## src/design/skip_ctl_regs.vh

```
// constants for the skip and control-flow execution block
// assumes an 8-bit core with a 12-bit program counter and word stack
// Contract
// - compare equal, then skip next instruction
// - compare unequal, then skip next instruction
// - compares set flags like accumulator minus operand
// - bit clear skips next; flags untouched
// - bit set skips next; flags untouched
// - increment, write back, flags, skip on zero
// - decrement, write back, flags, skip on zero
// - call pushes pc plus one, sp up two
// - jump loads full pc, flags kept
// - return with value loads accumulator, then returns
// - interrupt return also enables interrupts after
// - no operation only advances pc
// - watchdog restart clears watchdog count only
`ifndef SKIP_CTL_REGS_VH
`define SKIP_CTL_REGS_VH

// instruction codes from decode
`define OP_NOP     4'h0
`define OP_CEQ     4'h1
`define OP_CNE     4'h2
`define OP_BCLR    4'h3
`define OP_BSET    4'h4
`define OP_INCZ    4'h5
`define OP_DECZ    4'h6
`define OP_CALL    4'h7
`define OP_GOTO    4'h8
`define OP_RETV    4'h9
`define OP_RET     4'hA
`define OP_IRET    4'hB
`define OP_WDRST   4'hC

// register bus offsets
`define REG_ACC    4'h0
`define REG_FLAGS  4'h1
`define REG_SP     4'h2
`define REG_PC_LO  4'h3
`define REG_PC_HI  4'h4
`define REG_STAT   4'h5

// flag bit positions
`define FLG_Z      0
`define FLG_C      1
`define FLG_AC     2
`define FLG_OV     3

// status bit positions
`define STAT_SKIP  0
`define STAT_BUSY  1

// reset values and steps
`define ACC_RST    8'h00
`define FLAGS_RST  4'h0
`define SP_RST     8'h00
`define PC_RST     12'h000
`define PC_ONE     12'h001
`define SP_STEP    8'h02
`define BYTE_ONE   8'h01
`define BYTE_ZERO  8'h00

`endif

```

## src/design/skip_and_control_flow_exec.v

```verilog
// execution of conditional skips and system-control instructions
// assumes decode presents one instruction per op_valid pulse, with the
// memory or port operand already fetched, and a one-cycle stack read
//
// The register offsets and the plain strobed port were decided locally.
`timescale 1ns/100ps
`include "skip_ctl_regs.vh"

module skip_and_control_flow_exec (
  // clock and reset
  input  wire        clock,
  input  wire        rst,
  // instruction from decode
  input  wire        op_valid,
  input  wire [3:0]  op_code,
  input  wire        op_mem,
  input  wire [7:0]  imm,
  input  wire [7:0]  opnd,
  input  wire [2:0]  bit_sel,
  input  wire [11:0] target,
  input  wire [7:0]  mem_addr,
  output wire        op_ready,
  // data memory write-back
  output reg         mem_we,
  output reg  [7:0]  mem_waddr,
  output reg  [7:0]  mem_wdata,
  // stack memory
  output reg         stk_we,
  output reg         stk_re,
  output reg  [7:0]  stk_addr,
  output reg  [11:0] stk_wdata,
  input  wire [11:0] stk_rdata,
  // hooks to watchdog and interrupt controller
  output reg         wdt_clear,
  output reg         gie_set,
  output reg         op_done,
  output reg         skipped,
  // core state
  output wire [7:0]  acc,
  output wire [3:0]  flags,
  output wire [7:0]  sp,
  output wire [11:0] pc,
  // register port
  input  wire [3:0]  addr,
  input  wire [7:0]  wdata,
  input  wire        we,
  input  wire        re,
  output reg  [7:0]  rdata
);

  // sequencer states; a return is the only two-cycle case
  localparam ST_IDLE = 1'h0;  // takes instructions
  localparam ST_RET  = 1'h1;  // waits for stack data

  // architectural state
  reg  [7:0]  acc_r;          // accumulator
  reg  [3:0]  flags_r;        // ov, ac, c, z
  reg  [7:0]  sp_r;           // stack pointer
  reg  [11:0] pc_r;           // program counter
  reg         skip_r;         // next instruction is squashed
  reg         state_r;        // sequencer state
  reg         iret_r;         // pending return is from interrupt

  // combinational results
  reg  [7:0]  opa;            // first alu operand
  reg  [7:0]  opb;            // second alu operand
  reg         sub;            // alu subtracts
  reg  [8:0]  sum9;           // full sum with carry
  reg  [7:0]  bb;             // operand after inversion
  reg  [7:0]  res;            // alu result
  reg         nib_cy;         // carry out of the low nibble
  reg  [3:0]  aflags;         // flags from the alu
  wire        tbit;           // selected bit of the operand

  // register port decode and status word
  reg         wr_acc;         // software writes the accumulator
  reg         wr_flags;       // software writes the flags
  reg         wr_sp;          // software writes the stack pointer
  reg         wr_pc_lo;       // software writes pc bits 7:0
  reg         wr_pc_hi;       // software writes pc bits 11:8
  reg  [7:0]  stat_word;      // live skip and busy bits

  // state seen by the rest of the core
  assign acc      = acc_r;
  assign flags    = flags_r;
  assign sp       = sp_r;
  assign pc       = pc_r;
  // busy while a return waits on the stack
  assign op_ready = (state_r == ST_IDLE);
  assign tbit     = opnd[bit_sel];

  // operand selection per instruction
  always @* begin
    // compares by default: accumulator minus immediate
    opa = acc_r;
    opb = imm;
    sub = 1'h1;
    case (op_code)
      `OP_CEQ, `OP_CNE: begin
        // memory or immediate as subtrahend
        opb = op_mem ? opnd : imm;
      end
      `OP_INCZ: begin
        // accumulator or memory byte plus one
        opa = op_mem ? opnd : acc_r;
        opb = `BYTE_ONE;
        sub = 1'h0;
      end
      `OP_DECZ: begin
        // accumulator or memory byte minus one
        opa = op_mem ? opnd : acc_r;
        opb = `BYTE_ONE;
      end
      default: begin
        // other codes leave the alu result unused
        opb = imm;
      end
    endcase
  end

  // shared adder; borrow shows as a set carry
  // subtraction adds the inverted operand plus one
  always @* begin
    bb   = sub ? ~opb : opb;
    sum9 = {1'h0, opa} + {1'h0, bb} + {8'h00, sub};
    res  = sum9[7:0];
    // carry into bit 4 recovered from the sum bit, no second adder
    nib_cy = opa[4] ^ bb[4] ^ sum9[4];
    aflags[`FLG_Z]  = (res == `BYTE_ZERO);
    aflags[`FLG_C]  = sum9[8] ^ sub;
    aflags[`FLG_AC] = nib_cy ^ sub;
    // signed overflow: like signs in, other sign out
    aflags[`FLG_OV] = (opa[7] == bb[7]) & (res[7] != opa[7]);
  end

  // software write decode; one target per strobe
  always @* begin
    // nothing selected unless the strobe is up
    wr_acc   = 1'h0;
    wr_flags = 1'h0;
    wr_sp    = 1'h0;
    wr_pc_lo = 1'h0;
    wr_pc_hi = 1'h0;
    if (we) begin
      if (addr == `REG_ACC) begin
        wr_acc = 1'h1;
      end else if (addr == `REG_FLAGS) begin
        wr_flags = 1'h1;
      end else if (addr == `REG_SP) begin
        wr_sp = 1'h1;
      end else if (addr == `REG_PC_LO) begin
        wr_pc_lo = 1'h1;
      end else if (addr == `REG_PC_HI) begin
        wr_pc_hi = 1'h1;
      end
      // status and unmapped offsets ignore writes
    end
  end

  // status word with fields at their named positions
  always @* begin
    // spare status bits read as zero
    stat_word = `BYTE_ZERO;
    stat_word[`STAT_SKIP] = skip_r;
    stat_word[`STAT_BUSY] = ~op_ready;
  end

  // main execution process
  always @(posedge clock) begin
    if (rst) begin
      // architectural state back to its reset values
      acc_r     <= `ACC_RST;
      flags_r   <= `FLAGS_RST;
      sp_r      <= `SP_RST;
      pc_r      <= `PC_RST;
      skip_r    <= 1'h0;
      state_r   <= ST_IDLE;
      iret_r    <= 1'h0;
      // outputs quiet until the first instruction
      mem_we    <= 1'h0;
      mem_waddr <= `BYTE_ZERO;
      mem_wdata <= `BYTE_ZERO;
      stk_we    <= 1'h0;
      stk_re    <= 1'h0;
      stk_addr  <= `SP_RST;
      stk_wdata <= `PC_RST;
      wdt_clear <= 1'h0;
      gie_set   <= 1'h0;
      op_done   <= 1'h0;
      skipped   <= 1'h0;
    end else begin
      // pulses default low
      mem_we    <= 1'h0;
      stk_we    <= 1'h0;
      stk_re    <= 1'h0;
      wdt_clear <= 1'h0;
      gie_set   <= 1'h0;
      op_done   <= 1'h0;
      skipped   <= 1'h0;
      // idle takes one instruction per cycle
      case (state_r)
        ST_IDLE: begin
          if (op_valid && skip_r) begin
            // squashed: only the pc moves on
            pc_r    <= pc_r + `PC_ONE;
            skip_r  <= 1'h0;
            skipped <= 1'h1;
            op_done <= 1'h1;
          end else if (op_valid) begin
            // most instructions fall through
            pc_r    <= pc_r + `PC_ONE;
            op_done <= 1'h1;
            case (op_code)
              `OP_CEQ: begin
                // equal operands leave a zero difference
                flags_r <= aflags;
                skip_r  <= aflags[`FLG_Z];
              end
              `OP_CNE: begin
                // any nonzero difference means unequal
                flags_r <= aflags;
                skip_r  <= ~aflags[`FLG_Z];
              end
              `OP_BCLR: begin
                // flags kept as they are
                skip_r <= ~tbit;
              end
              `OP_BSET: begin
                // flags kept as they are
                skip_r <= tbit;
              end
              `OP_INCZ, `OP_DECZ: begin
                // skip tests the written result, not the old value
                flags_r <= aflags;
                skip_r  <= aflags[`FLG_Z];
                if (op_mem) begin
                  // result back to the same byte
                  mem_we    <= 1'h1;
                  mem_waddr <= mem_addr;
                  mem_wdata <= res;
                end else begin
                  acc_r <= res;
                end
              end
              `OP_CALL: begin
                // push return address, then jump
                stk_we    <= 1'h1;
                stk_addr  <= sp_r;
                stk_wdata <= pc_r + `PC_ONE;
                sp_r      <= sp_r + `SP_STEP;
                pc_r      <= target;
              end
              `OP_GOTO: begin
                // full 12-bit target, no stack traffic
                pc_r <= target;
              end
              `OP_RETV, `OP_RET, `OP_IRET: begin
                // value first, then the normal return
                if (op_code == `OP_RETV) begin
                  acc_r <= imm;
                end
                sp_r     <= sp_r - `SP_STEP;
                stk_addr <= sp_r - `SP_STEP;
                stk_re   <= 1'h1;
                iret_r   <= (op_code == `OP_IRET);
                state_r  <= ST_RET;
                // done is reported when the pc lands
                op_done  <= 1'h0;
              end
              `OP_WDRST: begin
                // one-cycle pulse; the timer itself lies outside
                wdt_clear <= 1'h1;
              end
              `OP_NOP: begin
                // nothing but the pc advance
                skip_r <= 1'h0;
              end
              default: begin
                // unknown code acts as no operation
                skip_r <= 1'h0;
              end
            endcase
          end
        end
        ST_RET: begin
          // stack word arrives one cycle after the read
          // instructions offered now are refused through op_ready
          pc_r    <= stk_rdata;
          gie_set <= iret_r;
          iret_r  <= 1'h0;
          op_done <= 1'h1;
          state_r <= ST_IDLE;
        end
        default: begin
          // unreachable with a one-bit state
          state_r <= ST_IDLE;
        end
      endcase
      // software writes win over the instruction in the same cycle
      // a write also lands while a return waits on the stack
      if (wr_acc) begin
        acc_r <= wdata;
      end
      if (wr_flags) begin
        // upper data bits have no flag behind them
        flags_r <= wdata[3:0];
      end
      if (wr_sp) begin
        sp_r <= wdata;
      end
      if (wr_pc_lo) begin
        pc_r[7:0] <= wdata;
      end
      if (wr_pc_hi) begin
        // only four pc bits sit above the low byte
        pc_r[11:8] <= wdata[3:0];
      end
    end
  end

  // register read port, data one cycle after the strobe
  always @(posedge clock) begin
    if (rst) begin
      rdata <= `BYTE_ZERO;
    end else if (re) begin
      // decode follows the write map; status is read-only
      if (addr == `REG_ACC) begin
        rdata <= acc_r;
      end else if (addr == `REG_FLAGS) begin
        rdata <= {4'h0, flags_r};
      end else if (addr == `REG_SP) begin
        rdata <= sp_r;
      end else if (addr == `REG_PC_LO) begin
        rdata <= pc_r[7:0];
      end else if (addr == `REG_PC_HI) begin
        rdata <= {4'h0, pc_r[11:8]};
      end else if (addr == `REG_STAT) begin
        // live skip and busy state
        rdata <= stat_word;
      end else begin
        // unmapped reads as zero
        rdata <= `BYTE_ZERO;
      end
    end else begin
      // read data stand one cycle only
      rdata <= `BYTE_ZERO;
    end
  end

endmodule

```

## config.mk

```make
export PLATFORM = sky130hd
export DESIGN_NAME = skip_and_control_flow_exec
export DESIGN_NICKNAME = d
export VERILOG_FILES = /design/src/design/skip_and_control_flow_exec.v
export VERILOG_INCLUDE_DIRS = /design/src /design/src/design
export SDC_FILE = /design/constraint.sdc
export NUM_CORES = 1
export LEC_CHECK = 0
export BUFFER_PORTS_ARGS = -buffer_cell sky130_fd_sc_hd__buf_2
export CAP_MARGIN = 0
export CORE_ASPECT_RATIO = 0.7
export CORE_UTILIZATION = 40
export CTS_BUF_LIST = sky130_fd_sc_hd__clkbuf_2 sky130_fd_sc_hd__clkbuf_4 sky130_fd_sc_hd__clkbuf_8
export CTS_CLUSTER_SIZE = 16
export DETAILED_ROUTE_END_ITERATION = 7
export GPL_ROUTABILITY_DRIVEN = 0
export PLACE_DENSITY = 0.76
export SLEW_MARGIN = 20
export SYNTH_ARGS = -nofsm -noshare
export SYNTH_HDL_FRONTEND = slang
export SYNTH_SLANG_ARGS = --single-unit
export TNS_END_PERCENT = 5
```

## constraint.sdc

```tcl
create_clock -name clock -period 4.15 [get_ports clock]
set_input_delay 0.83 -clock clock [delete_from_list [all_inputs] [get_ports clock]]
set_output_delay 0.83 -clock clock [all_outputs]
set_load 0.05 [all_outputs]
```

# Word-level counts from Yosys, hierarchy flattened
# Index checks and enable logic that the tools add are counted.
dict set report op_classes {
  muxes 77
  addsub 5
  n_eq_ne 33
  n_reduce_logical 31
  n_lt_le_gt_ge 1
  n_bitwise 13
}
# cell count
set op_table {}
lappend op_table {{2-to-1 mux 8 bit} 19}
lappend op_table {{one-hot mux 8 bit (2 select lines)} 4}
lappend op_table {{2-to-1 mux 1 bit} 37}
lappend op_table {{2-to-1 mux 12 bit} 3}
lappend op_table {{2-to-1 mux 4 bit} 7}
lappend op_table {{equality test 4 x 3 -> 1 bit (second input constant)} 6}
lappend op_table {{one-hot mux 12 bit (2 select lines)} 1}
lappend op_table {{equality test 4 bit (second input constant)} 5}
lappend op_table {{equality test 4 x 2 -> 1 bit (second input constant)} 4}
lappend op_table {{AND reduction 4 bit} 4}
lappend op_table {{adder 12 x 1 -> 12 bit (second input constant)} 1}
lappend op_table {{nonzero test 2 bit} 6}
lappend op_table {{OR reduction 2 bit} 6}
lappend op_table {{inequality test 2 x 1 -> 1 bit (second input constant)} 5}
lappend op_table {{inequality test 2 bit (second input constant)} 5}
lappend op_table {{adder 8 x 8 -> 9 bit} 1}
lappend op_table {{adder 9 x 1 -> 9 bit} 1}
lappend op_table {{adder 8 x 2 -> 8 bit (second input constant)} 1}
lappend op_table {{equality test 4 x 1 -> 1 bit (second input constant)} 2}
lappend op_table {{zero test 8 bit} 1}
lappend op_table {{inequality test 4 x 2 -> 1 bit (second input constant)} 2}
lappend op_table {{NOT 8 bit} 1}
lappend op_table {{OR reduction 4 bit} 2}
lappend op_table {{subtractor 8 x 2 -> 8 bit (second input constant)} 1}
lappend op_table {{other kinds (21)} 35}
dict set report totals {
  word_cells 180
  reg_bits 86
}

# Longest topological paths before layout
# Gate-level depths: netlist (run 1).
dict set report depth {
  depth_word 14
  mapped_depth 16
  ltp_nobuf 14
}

# Least setup slack after synthesis (run 1)
# No wires, ideal clock.
dict set report synth_path {
  path_type {input to register}
  startpoint {in op_code[0]}
  endpoint {reg skip_r}
  n_path_buf 2
  setup_slack_ns 0.164
  path_stages 15
  t_arrival_ns 3.853
  cell_sequence {buf_4 -> xor2_2 -> and3_1 -> clkbuf_1 -> a221oi_1 -> inv_1 -> fa_1 -> nand2b_1 -> a21oi_1 -> o31a_1 -> nor2_1 -> or4_4 -> nor4_4 -> mux2i_1 -> a211oi_2}
}
dict set report synth_between {
  elab_chain_cells 12
  elab_cells_between_ends 30
  cone_classes {2 x add/sub; 13 x eq/ne; 7 x mux; 2 x bitwise; 6 x reduce/logical}
}
# element line
set synth_lines {}
lappend synth_lines {{start, declared} skip_and_control_flow_exec.v:15} ;# input wire [3:0] op_code,
lappend synth_lines {{equality test 4 x 3 -> 1 bit, or another cell as far along} {skip_and_control_flow_exec.v:98, skip_and_control_flow_exec.v:213}}
lappend synth_lines {{OR reduction 2 bit (on tied branches)} --}
lappend synth_lines {{one-hot mux 8 bit (2 select lines)} skip_and_control_flow_exec.v:98} ;# case (op_code)
lappend synth_lines {{NOT 8 bit} skip_and_control_flow_exec.v:124} ;# bb = sub ? ~opb : opb;
lappend synth_lines {{2-to-1 mux 8 bit} skip_and_control_flow_exec.v:124}
lappend synth_lines {{adder 8 x 8 -> 9 bit} skip_and_control_flow_exec.v:125} ;# sum9 = {1'h0, opa} + {1'h0, bb} + {8'h00, sub};
lappend synth_lines {{adder 9 x 1 -> 9 bit} skip_and_control_flow_exec.v:125}
lappend synth_lines {{zero test 8 bit (no line)} --}
lappend synth_lines {{NOT 1 bit} skip_and_control_flow_exec.v:222} ;# skip_r <= ~aflags[`FLG_Z];
lappend synth_lines {{one-hot mux 1 bit (5 select lines)} skip_and_control_flow_exec.v:213} ;# case (op_code)
lappend synth_lines {{2-to-1 mux 1 bit} skip_and_control_flow_exec.v:209} ;# end else if (op_valid) begin
lappend synth_lines {{2-to-1 mux 1 bit} skip_and_control_flow_exec.v:203} ;# if (op_valid && skip_r) begin
lappend synth_lines {{end signal, assigned} skip_and_control_flow_exec.v:217} ;# skip_r <= aflags[`FLG_Z];
lappend synth_lines {{end signal, assigned} skip_and_control_flow_exec.v:222}
lappend synth_lines {{end signal, assigned} skip_and_control_flow_exec.v:226} ;# skip_r <= ~tbit;
lappend synth_lines {{end, declared} skip_and_control_flow_exec.v:60} ;# reg skip_r;
# Parallel ways exist; a longest one is shown, timed or not. The select of a mux whose other input is x is not followed.
# A chain may end at the register's enable or synchronous reset.

# Worst setup path in the final report (run 1)
# Ends and elaborated chain as after synthesis.

==> reports/results.txt, run 1 <==
met3 Use GR: 7.84%
Worst VDD drop: 143 µV
WP data required: 4.41 ns
Residual DRC: 11
Die Ht: 97.6 µm
initial antenna violation count: 1
CP max stage cell: nor2_1
FF-to-FF Start: acc[0]
failing checks: design-rule violations
Final Util: 50.9%
Net Switching: 0.765 mW
PortBufs: 156
CTS tree: done
hold buffers post-CTS: 0
switching share of power: 36.3%
most common cell after layout, fill and taps aside: buf_2
post-layout minimum cycle time: 3.83 ns
crit path max fanout: 8
crit path cell chain: buf_2 > buf_4 > nand2b_1 > nor2_1 > a221oi_1 > ha_1 > and3_1 > a221o_1 > a21oi_1 > nor2b_1 > a211oi_2 > nor4_4 > mux2i_1 > a211oi_2
PD cells: 328 nW/µm²
flop2flop setup slack: 0.95 ns
Clk Latency, worst-skew pair: 0.37 ns
syn_area_per_cell: 7.61 µm²
clk sinks: 85
Setup Buffers After CTS: 0
Cell Rows: 34
HP Class: flip-flop to flip-flop
Global Route met1 Usage: 38.7%
Routed Antenna Nets: 0
sequential element share of the synthesized area: 32.6%
Syn Inst Count: 687
internal power: 1.34 mW
DRT Wirelength: 17.8 mm
part of the power in combinational logic: 28.2%
Final Hold Fails: 0
Post-synth EDFFs: 0
Fin Setup TNS: 0 ns
Cell variety after synth: 64
MaxCap Viol Count: 0
CTS resizes: 0
Ports: 157
clock power share: 29.8%
vias in the first global route: 4984
critical path capture point type: flip-flop
initial drt markers: 592
Max Freq: 261 MHz
final setup vio count: 0
Initial Util: 41.5%
standby leakage power: 2.84 nW
H-Tree Depth: 3
CP Depth: 14
drt pass-1 iters: 8
Worst path most repeated cell: a211oi_2
Worst Setup Start Kind: input pin
detailed-placement wirelength estimate: 13.5 mm
CTS Root Cell: clkbuf_8
DIE AREA: 13500 µm²
worst-margin pin slew: 0.955 ns
cell area after synthesis: 5230 µm²
Syn-to-layout area delta: 22.7%
worst setup path startpoint: op_code[0]
worst-case clock buffer depth: 2
Slew Limit Fails: 0
clk slew on worst S/H paths: 0.10 ns
most frequent cells in the layout: buf_2 (156), nor2_1 (101), nand2_1 (98)
fraction of layout cells with a size suffix above 1: 25.4%
Clock Skew: 0.00901 ns
routed len/inst: 17.8 µm
die width: 139 µm
GRT Total Usage: 26.1%
syn nets: 773
Synth async-reset ratio: 0%
grt peak-use layer: met1
synth warn: 0
n_diodes: 0
grt met2 use: 36.0%
WP buf/inv: 2
Final period util: 92.2%
sequential share of power: 42.1%
crit path DAT: 4.09 ns
top_reg_cell synth: dfxtp_1
Worst slew margin: 36.4%
first-pass GRT wire length: 27.5 mm
remaining global-route overflow: 0
DR vias: 5712
CP peak stage delay: 0.50 ns
filler cell count: 1269
R2R depth: 12
via/cell ratio: 5.72
largest net degree at the start of global routing: 39
CTS Buf Count: 9
reg-to-reg critical path endpoint: skip_r
CP Class: input pin to flip-flop
CP top delay family: simple AND/OR/NAND/NOR gates
end of the critical path: skip_r
Seq cells post-synth: 85
Final Net Count: 918
status: finished, violations left
Core Region: 12600 µm²
RSZ-0062 raised after global routing: no
==> cell usage after synthesis (11+ instances only) <==
cell type	count	area, µm²
mux2i_1	29	290
xnor2_1	13	114
clkbuf_1	38	143
o21ai_0	17	85.1
a21oi_1	63	315
nor3_1	13	65.1
ha_1	12	150
dfxtp_1	85	1700
xor2_1	13	114
a211oi_1	44	330
nand3_1	15	75.1
nor2_1	101	379
nand2_1	98	368
inv_1	11	41.3
==> per-stage QoR <==
step	cell area, µm²	hold WS, ns	worst slack [ns]	power (mW)	std cells
final	6410	0.455	0.323	2.11	999
after global routing	6410	0.486	0.0712	2.20	999
after CTS	6410	0.456	0.415	2.10	999
after detailed placement	6210	0.443	0.0352	1.48	983
after global placement	6210	0.442	0.133	1.48	983
after floorplan	5230	0.406	0.164	1.29	687
==> routing by layer <==
layer | vias up | routed length, µm
met2 | 332 | 6900
li1 | 2742 | -
met5 | - | 8
met3 | 48 | 2110
met1 | 2588 | 8360
met4 | 2 | 363
==> cell families (layout without fill, tap and decap cells) <==
logic type | Yosys count | in the layout | synth area share, %
mux | 31 | 31 | 6.42
compound gates | 191 | 191 | 24.1
fa+ha+maj | 13 | 13 | 3.26
buf+inv | 61 | 211 | 4.72
xor+xnor | 27 | 27 | 4.67
simple gates | 279 | 279 | 24.3
flops | 85 | 85 | 32.6
==> power by group through the flow <==
stage / sequential [mW] / clock, mW / combinational, mW
final: 0.887 / 0.627 / 0.593
after global routing: 0.890 / 0.673 / 0.634
after CTS: 0.885 / 0.637 / 0.581
after detailed placement: 0.904 / 0 / 0.578
after global placement: 0.904 / 0 / 0.573
after floorplan: 0.991 / 0 / 0.301
==> how the worst min path moves through the flow <==
stage                     cells past startpoint      endpoint         start  slack, ns
after floorplan                               2       gie_set        iret_r       0.41
after CTS                                     2  mem_waddr[5]  mem_waddr[5]       0.46
after global routing                          2  mem_wdata[7]  mem_wdata[7]       0.49
after detailed placement                      2  mem_waddr[5]  mem_waddr[5]       0.44
after global placement                        2  mem_waddr[5]  mem_waddr[5]       0.44
final                                         2       gie_set        iret_r       0.45
==> sequential cells by signal (all words and copies together), names as in the netlist, 4 cells and up <==
name / cells
sp: 8
flags: 4
stk_addr: 8
mem_waddr: 8
pc: 12
stk_wdata: 12
rdata: 8
acc: 8
mem_wdata: 8
==> layout make-up <==
cell class / instances / area, µm² / share of cell area [%]
Timing Repair Buffer: 183 / 983 / 15.3
Multi-Input combinational cell: 541 / 3280 / 51.1
Clock inverter: 6 / 71.3 / 1.11
Inverter: 12 / 45.0 / 0.702
Tap cell: 162 / 203 / 3.16
Clock buffer: 10 / 131 / 2.05
Sequential cell: 85 / 1700 / 26.5
==> worst min-delay path, cell delays in order, from the launching register on <==
cell and delay, ns:
dfxtp_1 0.33, nand2_1 0.06, nor2_1 0.03
(Power assumes the default switching activity.)
==> run 2, diff against run 1 <==
--- a/config.mk
+++ b/config.mk
@@ -14,7 +14,8 @@
 export CTS_CLUSTER_SIZE = 16
 export DETAILED_ROUTE_END_ITERATION = 7
 export GPL_ROUTABILITY_DRIVEN = 0
-export PLACE_DENSITY = 0.76
+export PLACE_DENSITY_LB_ADDON = 0.1
+export SETUP_SLACK_MARGIN = 0.02
 export SLEW_MARGIN = 20
 export SYNTH_ARGS = -nofsm -noshare
 export SYNTH_HDL_FRONTEND = slang
==> run 2 against run 1 <==
The flow still finishes with violations (design-rule violations). Global-route usage grew 0.12 points. Register-to-register slack lost 0.02 ns. Cell count shrank 0.30%. Clock skew grew 0.0087 ns.
==> reports/results.txt, run 2 (same netlist as run 1, synthesis figures left out) <==
status: finished, violations left
failing checks: design-rule violations
Final Hold Fails: 0 (unchanged)
CP Class: input pin to flip-flop
critical path capture point type: flip-flop
WP data required: 4.37 ns (-0.04 ns)
hold buffers post-CTS: 0 (unchanged)
detailed-placement wirelength estimate: 13.8 mm (+2.1%)
Syn-to-layout area delta: 22.3%
Die Ht: 97.6 µm (unchanged)
HP Class: flip-flop to flip-flop
clk slew on worst S/H paths: 0.10 ns (about the same)
Final Net Count: 915 (-0.33%)
n_diodes: 0 (unchanged)
initial drt markers: 413 (-30%)
Placed Area: 6190 µm² (-0.36%)
final setup vio count: 0 (unchanged)
Cell Rows: 34 (unchanged)
CTS resizes: 0 (unchanged)
RSZ-0062 raised after global routing: no
initial antenna violation count: 0 (-1)
MaxCap Viol Count: 0 (unchanged)
crit path cell chain: buf_2 > xnor2_1 > nor2_1 > o21ai_1 > buf_4 > a221oi_1 > ha_1 > and3_1 > a221o_1 > a21oi_1 > nor2b_1 > a211oi_2 > nor4_4 > mux2i_1 > a211oi_2
CTS tree: done
Final Instance Area: 6390 µm² (-0.31%)
via/cell ratio: 5.64 (-1.3%)
Clock Skew: 0.0177 ns (+0.00873 ns)
GRT Total Usage: 26.2% (+0.12 points)
Fin Setup TNS: 0 ns (unchanged)
Initial Util: 41.5% (unchanged)
CTS Root Cell: clkbuf_8
CP top delay family: compound AO/OA/AOI/OAI gates
Ports: 157 (unchanged)
die width: 139 µm (unchanged)
Worst Setup Start Kind: input pin
PortBufs: 156 (unchanged)
standby leakage power: 2.83 nW (-0.38%)
Worst path most repeated cell: a211oi_2
DR vias: 5621 (-1.6%)
Final period util: 93.3% (+1.1 points)
largest net degree at the start of global routing: 57 (+46%)
clk sinks: 85 (unchanged)
Routed Antenna Nets: 0 (unchanged)
WP buf/inv: 2 (unchanged)
Worst slew margin: 31.7% (-4.7 points)
CTS Buf Count: 9 (unchanged)
DIE AREA: 13500 µm² (unchanged)
Setup Buffers After CTS: 0 (unchanged)
Clk Latency, worst-skew pair: 0.37 ns (about the same)
remaining global-route overflow: 0 (unchanged)
drt pass-1 iters: 8 (unchanged)
worst-margin pin slew: 1.03 ns (+0.0704 ns)
Residual DRC: 13 (+2)
CP peak stage delay: 0.37 ns (-0.13 ns)
crit path max fanout: 7 (-1)
PD cells: 329 nW/µm² (about the same)
Slew Limit Fails: 0 (unchanged)
post-layout minimum cycle time: 3.87 ns (+0.0460 ns)
H-Tree Depth: 3 (unchanged)
Core Region: 12600 µm² (unchanged)
most frequent cells in the layout: buf_2 (156), nor2_1 (101), nand2_1 (98)
DRT Wirelength: 17.9 mm (+0.65%)
CP max stage cell: ha_1
crit path DAT: 4.09 ns (about the same)
Final Hold Slack: 0.456 ns (+0.00157 ns)
most common cell after layout, fill and taps aside: buf_2
routed len/inst: 17.9 µm (+0.95%)
Worst VDD drop: 148 µV (+3.6%)
first-pass GRT wire length: 27.6 mm (+0.55%)
worst-case clock buffer depth: 2 (unchanged)
vias in the first global route: 5106 (+2.4%)
Final Util: 50.8% (-0.16 points)
fraction of layout cells with a size suffix above 1: 25.2% (-0.27 points)
Max Freq: 258 MHz (-1.2%)
[run 2: worst paths after layout]
check / start / to / slack (ns) / cells past startpoint
worst max register to register: acc[0] / skip_r / 0.93 / 12
worst min register to register: mem_wdata[0] / mem_wdata[0] / 0.46 / 2
worst max-delay path: op_code[0] / skip_r / 0.28 / 15
worst min-delay path: mem_wdata[0] / mem_wdata[0] / 0.46 / 2
[run 2: tightest hold or removal path, stage by stage, from the launching register on]
cell and delay [ns]:
dfxtp_1 0.32, nand2_1 0.05, a21oi_1 0.05
[run 2: report_power, final]
part	switching, mW	internal, mW
Sequential	0.0419	0.846
Clock	0.336	0.288
Combinational	0.384	0.205
[run 2: cell type report]
| class | count | area, µm² |
|---|---|---|
| Inverter | 12 | 45.0 |
| Clock buffer | 9 | 124 |
| Clock inverter | 7 | 81.3 |
| Timing Repair Buffer | 180 | 961 |
| Fill cell | 1276 | 6200 |
| Tap cell | 162 | 203 |
| Sequential cell | 85 | 1700 |
| Multi-Input combinational cell | 541 | 3280 |
[run 2: per-layer routing]
layer	track usage, %	wire length, µm	vias up
met2	36.1	7020	255
met4	6.15	184	0
met5	0	0	-
met1	40.0	8900	2603
li1	-	-	2749
met3	6.26	1770	14
[run 2: through the flow]
stage | cells | setup WS, ns | power (mW)
detailed placement | 980 | -0.175 | 1.49
floorplan | 687 | 0.164 | 1.29
finish | 996 | 0.277 | 2.10
global placement | 980 | 0.0106 | 1.48
CTS | 996 | 0.211 | 2.11
global route | 996 | 0.0990 | 2.20
==> run 3, diff against run 2 <==
--- a/config.mk
+++ b/config.mk
@@ -9,7 +9,7 @@
 export BUFFER_PORTS_ARGS = -buffer_cell sky130_fd_sc_hd__buf_2
 export CAP_MARGIN = 0
 export CORE_ASPECT_RATIO = 0.7
-export CORE_UTILIZATION = 40
+export CORE_UTILIZATION = 44
 export CTS_BUF_LIST = sky130_fd_sc_hd__clkbuf_2 sky130_fd_sc_hd__clkbuf_4 sky130_fd_sc_hd__clkbuf_8
 export CTS_CLUSTER_SIZE = 16
 export DETAILED_ROUTE_END_ITERATION = 7
==> run 3 against run 2 <==
The flow now finishes without violations. Sequential share of layout area stayed put. Global-route usage rose by 2.7 points. Via count rose by 1.0%. Largest power group unchanged.
==> reports/results.txt, run 3 (same netlist as run 1, synthesis figures left out) <==
most common cell after layout, fill and taps aside: buf_2
post-layout minimum cycle time: 4.05 ns (+0.179 ns)
Residual DRC: 0 (-13)
largest net degree at the start of global routing: 57 (unchanged)
Syn-to-layout area delta: 22.3% (unchanged)
vias in the first global route: 5101 (-0.098%)
clk sinks: 85 (unchanged)
PortBufs: 156 (unchanged)
worst-case clock buffer depth: 2 (unchanged)
die width: 132 µm (-4.6%)
clk slew on worst S/H paths: 0.09 ns (about the same)
Clock Skew: 0.0126 ns (-0.00519 ns)
Final Instance Area: 6390 µm² (unchanged)
DRT Wirelength: 17.7 mm (-0.66%)
drt pass-1 iters: 5 (-3)
Die Ht: 93.2 µm (-4.6%)
Final period util: 97.7% (+4.3 points)
Initial Util: 46.3% (+4.8 points)
Max Freq: 247 MHz (-4.4%)
WP data required: 4.36 ns (about the same)
GRT Total Usage: 28.8% (+2.7 points)
Multi-input gate area: 3290 µm² (+0.38%)
Placed Area: 6150 µm² (-0.55%)
CTS Buf Count: 9 (unchanged)
via/cell ratio: 5.77 (+2.2%)
filler cell count: 1125 (-12%)
Fin Setup TNS: 0 ns (unchanged)
Worst Setup Start Kind: input pin
H-Tree Depth: 3 (unchanged)
detailed-placement wirelength estimate: 13.6 mm (-1.4%)
CTS tree: done
area occupied by registers: 1700 µm² (unchanged)
CTS Root Cell: clkbuf_8
HP Class: flip-flop to flip-flop
crit path max fanout: 5 (-2)
Final Util: 56.6% (+5.9 points)
PD cells: 336 nW/µm² (+2.3%)
critical path capture point type: flip-flop
crit path DAT: 4.27 ns (+0.18 ns)
Cell Rows: 32 (-5.9%)
initial antenna violation count: 0 (unchanged)
n_diodes: 0 (unchanged)
fraction of layout cells with a size suffix above 1: 25.3% (+0.091 points)
MaxCap Viol Count: 0 (unchanged)
RSZ-0062 raised after global routing: no
Worst VDD drop: 159 µV (+7.2%)
standby leakage power: 2.84 nW (+0.12%)
final setup vio count: 0 (unchanged)
initial drt markers: 641 (+55%)
Final Hold Fails: 0 (unchanged)
Ports: 157 (unchanged)
worst-margin pin slew: 1.02 ns (-0.000876 ns)
CP Class: input pin to flip-flop
Routed Antenna Nets: 0 (unchanged)
Setup Buffers After CTS: 0 (unchanged)
DR vias: 5678 (+1.0%)
Final Net Count: 912 (-0.33%)
Core Region: 11300 µm² (-10%)
routed len/inst: 18.0 µm (+0.55%)
DIE AREA: 12300 µm² (-8.9%)
Worst slew margin: 31.7% (+0.058 points)
first-pass GRT wire length: 27.6 mm (-0.12%)
Clk Latency, worst-skew pair: 0.36 ns (about the same)
remaining global-route overflow: 0 (unchanged)
most frequent cells in the layout: buf_2 (156), nor2_1 (100), nand2_1 (98)
status: finished, final reports clean
Slew Limit Fails: 0 (unchanged)
## run 3: cell types whose count changed in the layout (fill, tap and decap cells not counted), sizes merged
cell,change
bufinv,+1
inv,+1
clkinvlp,-2
buf,-3
## run 3: metal layers
| metal | share of wire, % | up-vias | GRT usage, % |
|---|---|---|---|
| met4 | 1.4 | 0 | 6.13 |
| met5 | 0 | - | 0 |
| met3 | 10 | 25 | 8.35 |
| met1 | 48 | 2643 | 42.9 |
| met2 | 40 | 287 | 40.5 |
| li1 | - | 2723 | - |
## run 3: final cells by class
cell class	instances	share of cell area, %
tap	153	2.99
multi-input combinational	541	51.5
inverter	12	0.705
clock buffer	9	1.94
sequential	85	26.6
clock inverter	7	1.60
timing repair buffer	177	14.7
## run 3: final timing paths
kind         slack [ns]         start  cells after the start           end
max                 0.1    op_code[0]                     14        skip_r
min                0.45  mem_waddr[0]                      2  mem_waddr[0]
max reg2reg        0.91        acc[0]                     12        skip_r
min reg2reg        0.45  mem_waddr[0]                      2  mem_waddr[0]
## run 3: worst max-delay path, stage by stage
cell and delay (ns):
buf_2 0.13, xnor2_1 0.14, nor2_1 0.18, o21ai_0 0.18
buf_4 0.20, a221oi_1 0.31, ha_1 0.31, a21o_1 0.22
a2111oi_0 0.62, a221oi_1 0.31, buf_4 0.23, nor4_4 0.25
mux2i_1 0.25, a211oi_2 0.09
## run 3: report_power, final
group	switching, mW	total, mW	internal [mW]
Combinational	0.392	0.597	0.205
Sequential	0.0418	0.887	0.845
Clock	0.317	0.665	0.348
## run 3: what timing repair did
item                       in CTS  in global routing
resized for setup               0                  3
setup endpoints to repair       0                  1
hold buffers                    0                  0
## run 3: stage by stage
stage / power [mW] / hold slack, ns / setup slack (ns) / cells
after floorplan: 1.29 / 0.406 / 0.164 / 687
after global placement: 1.47 / 0.440 / -0.00487 / 968
after detailed placement: 1.49 / 0.444 / -0.111 / 968
after CTS: 2.15 / 0.457 / 0.261 / 984
after global routing: 2.25 / 0.471 / 0.0290 / 984
final: 2.15 / 0.454 / 0.0975 / 984
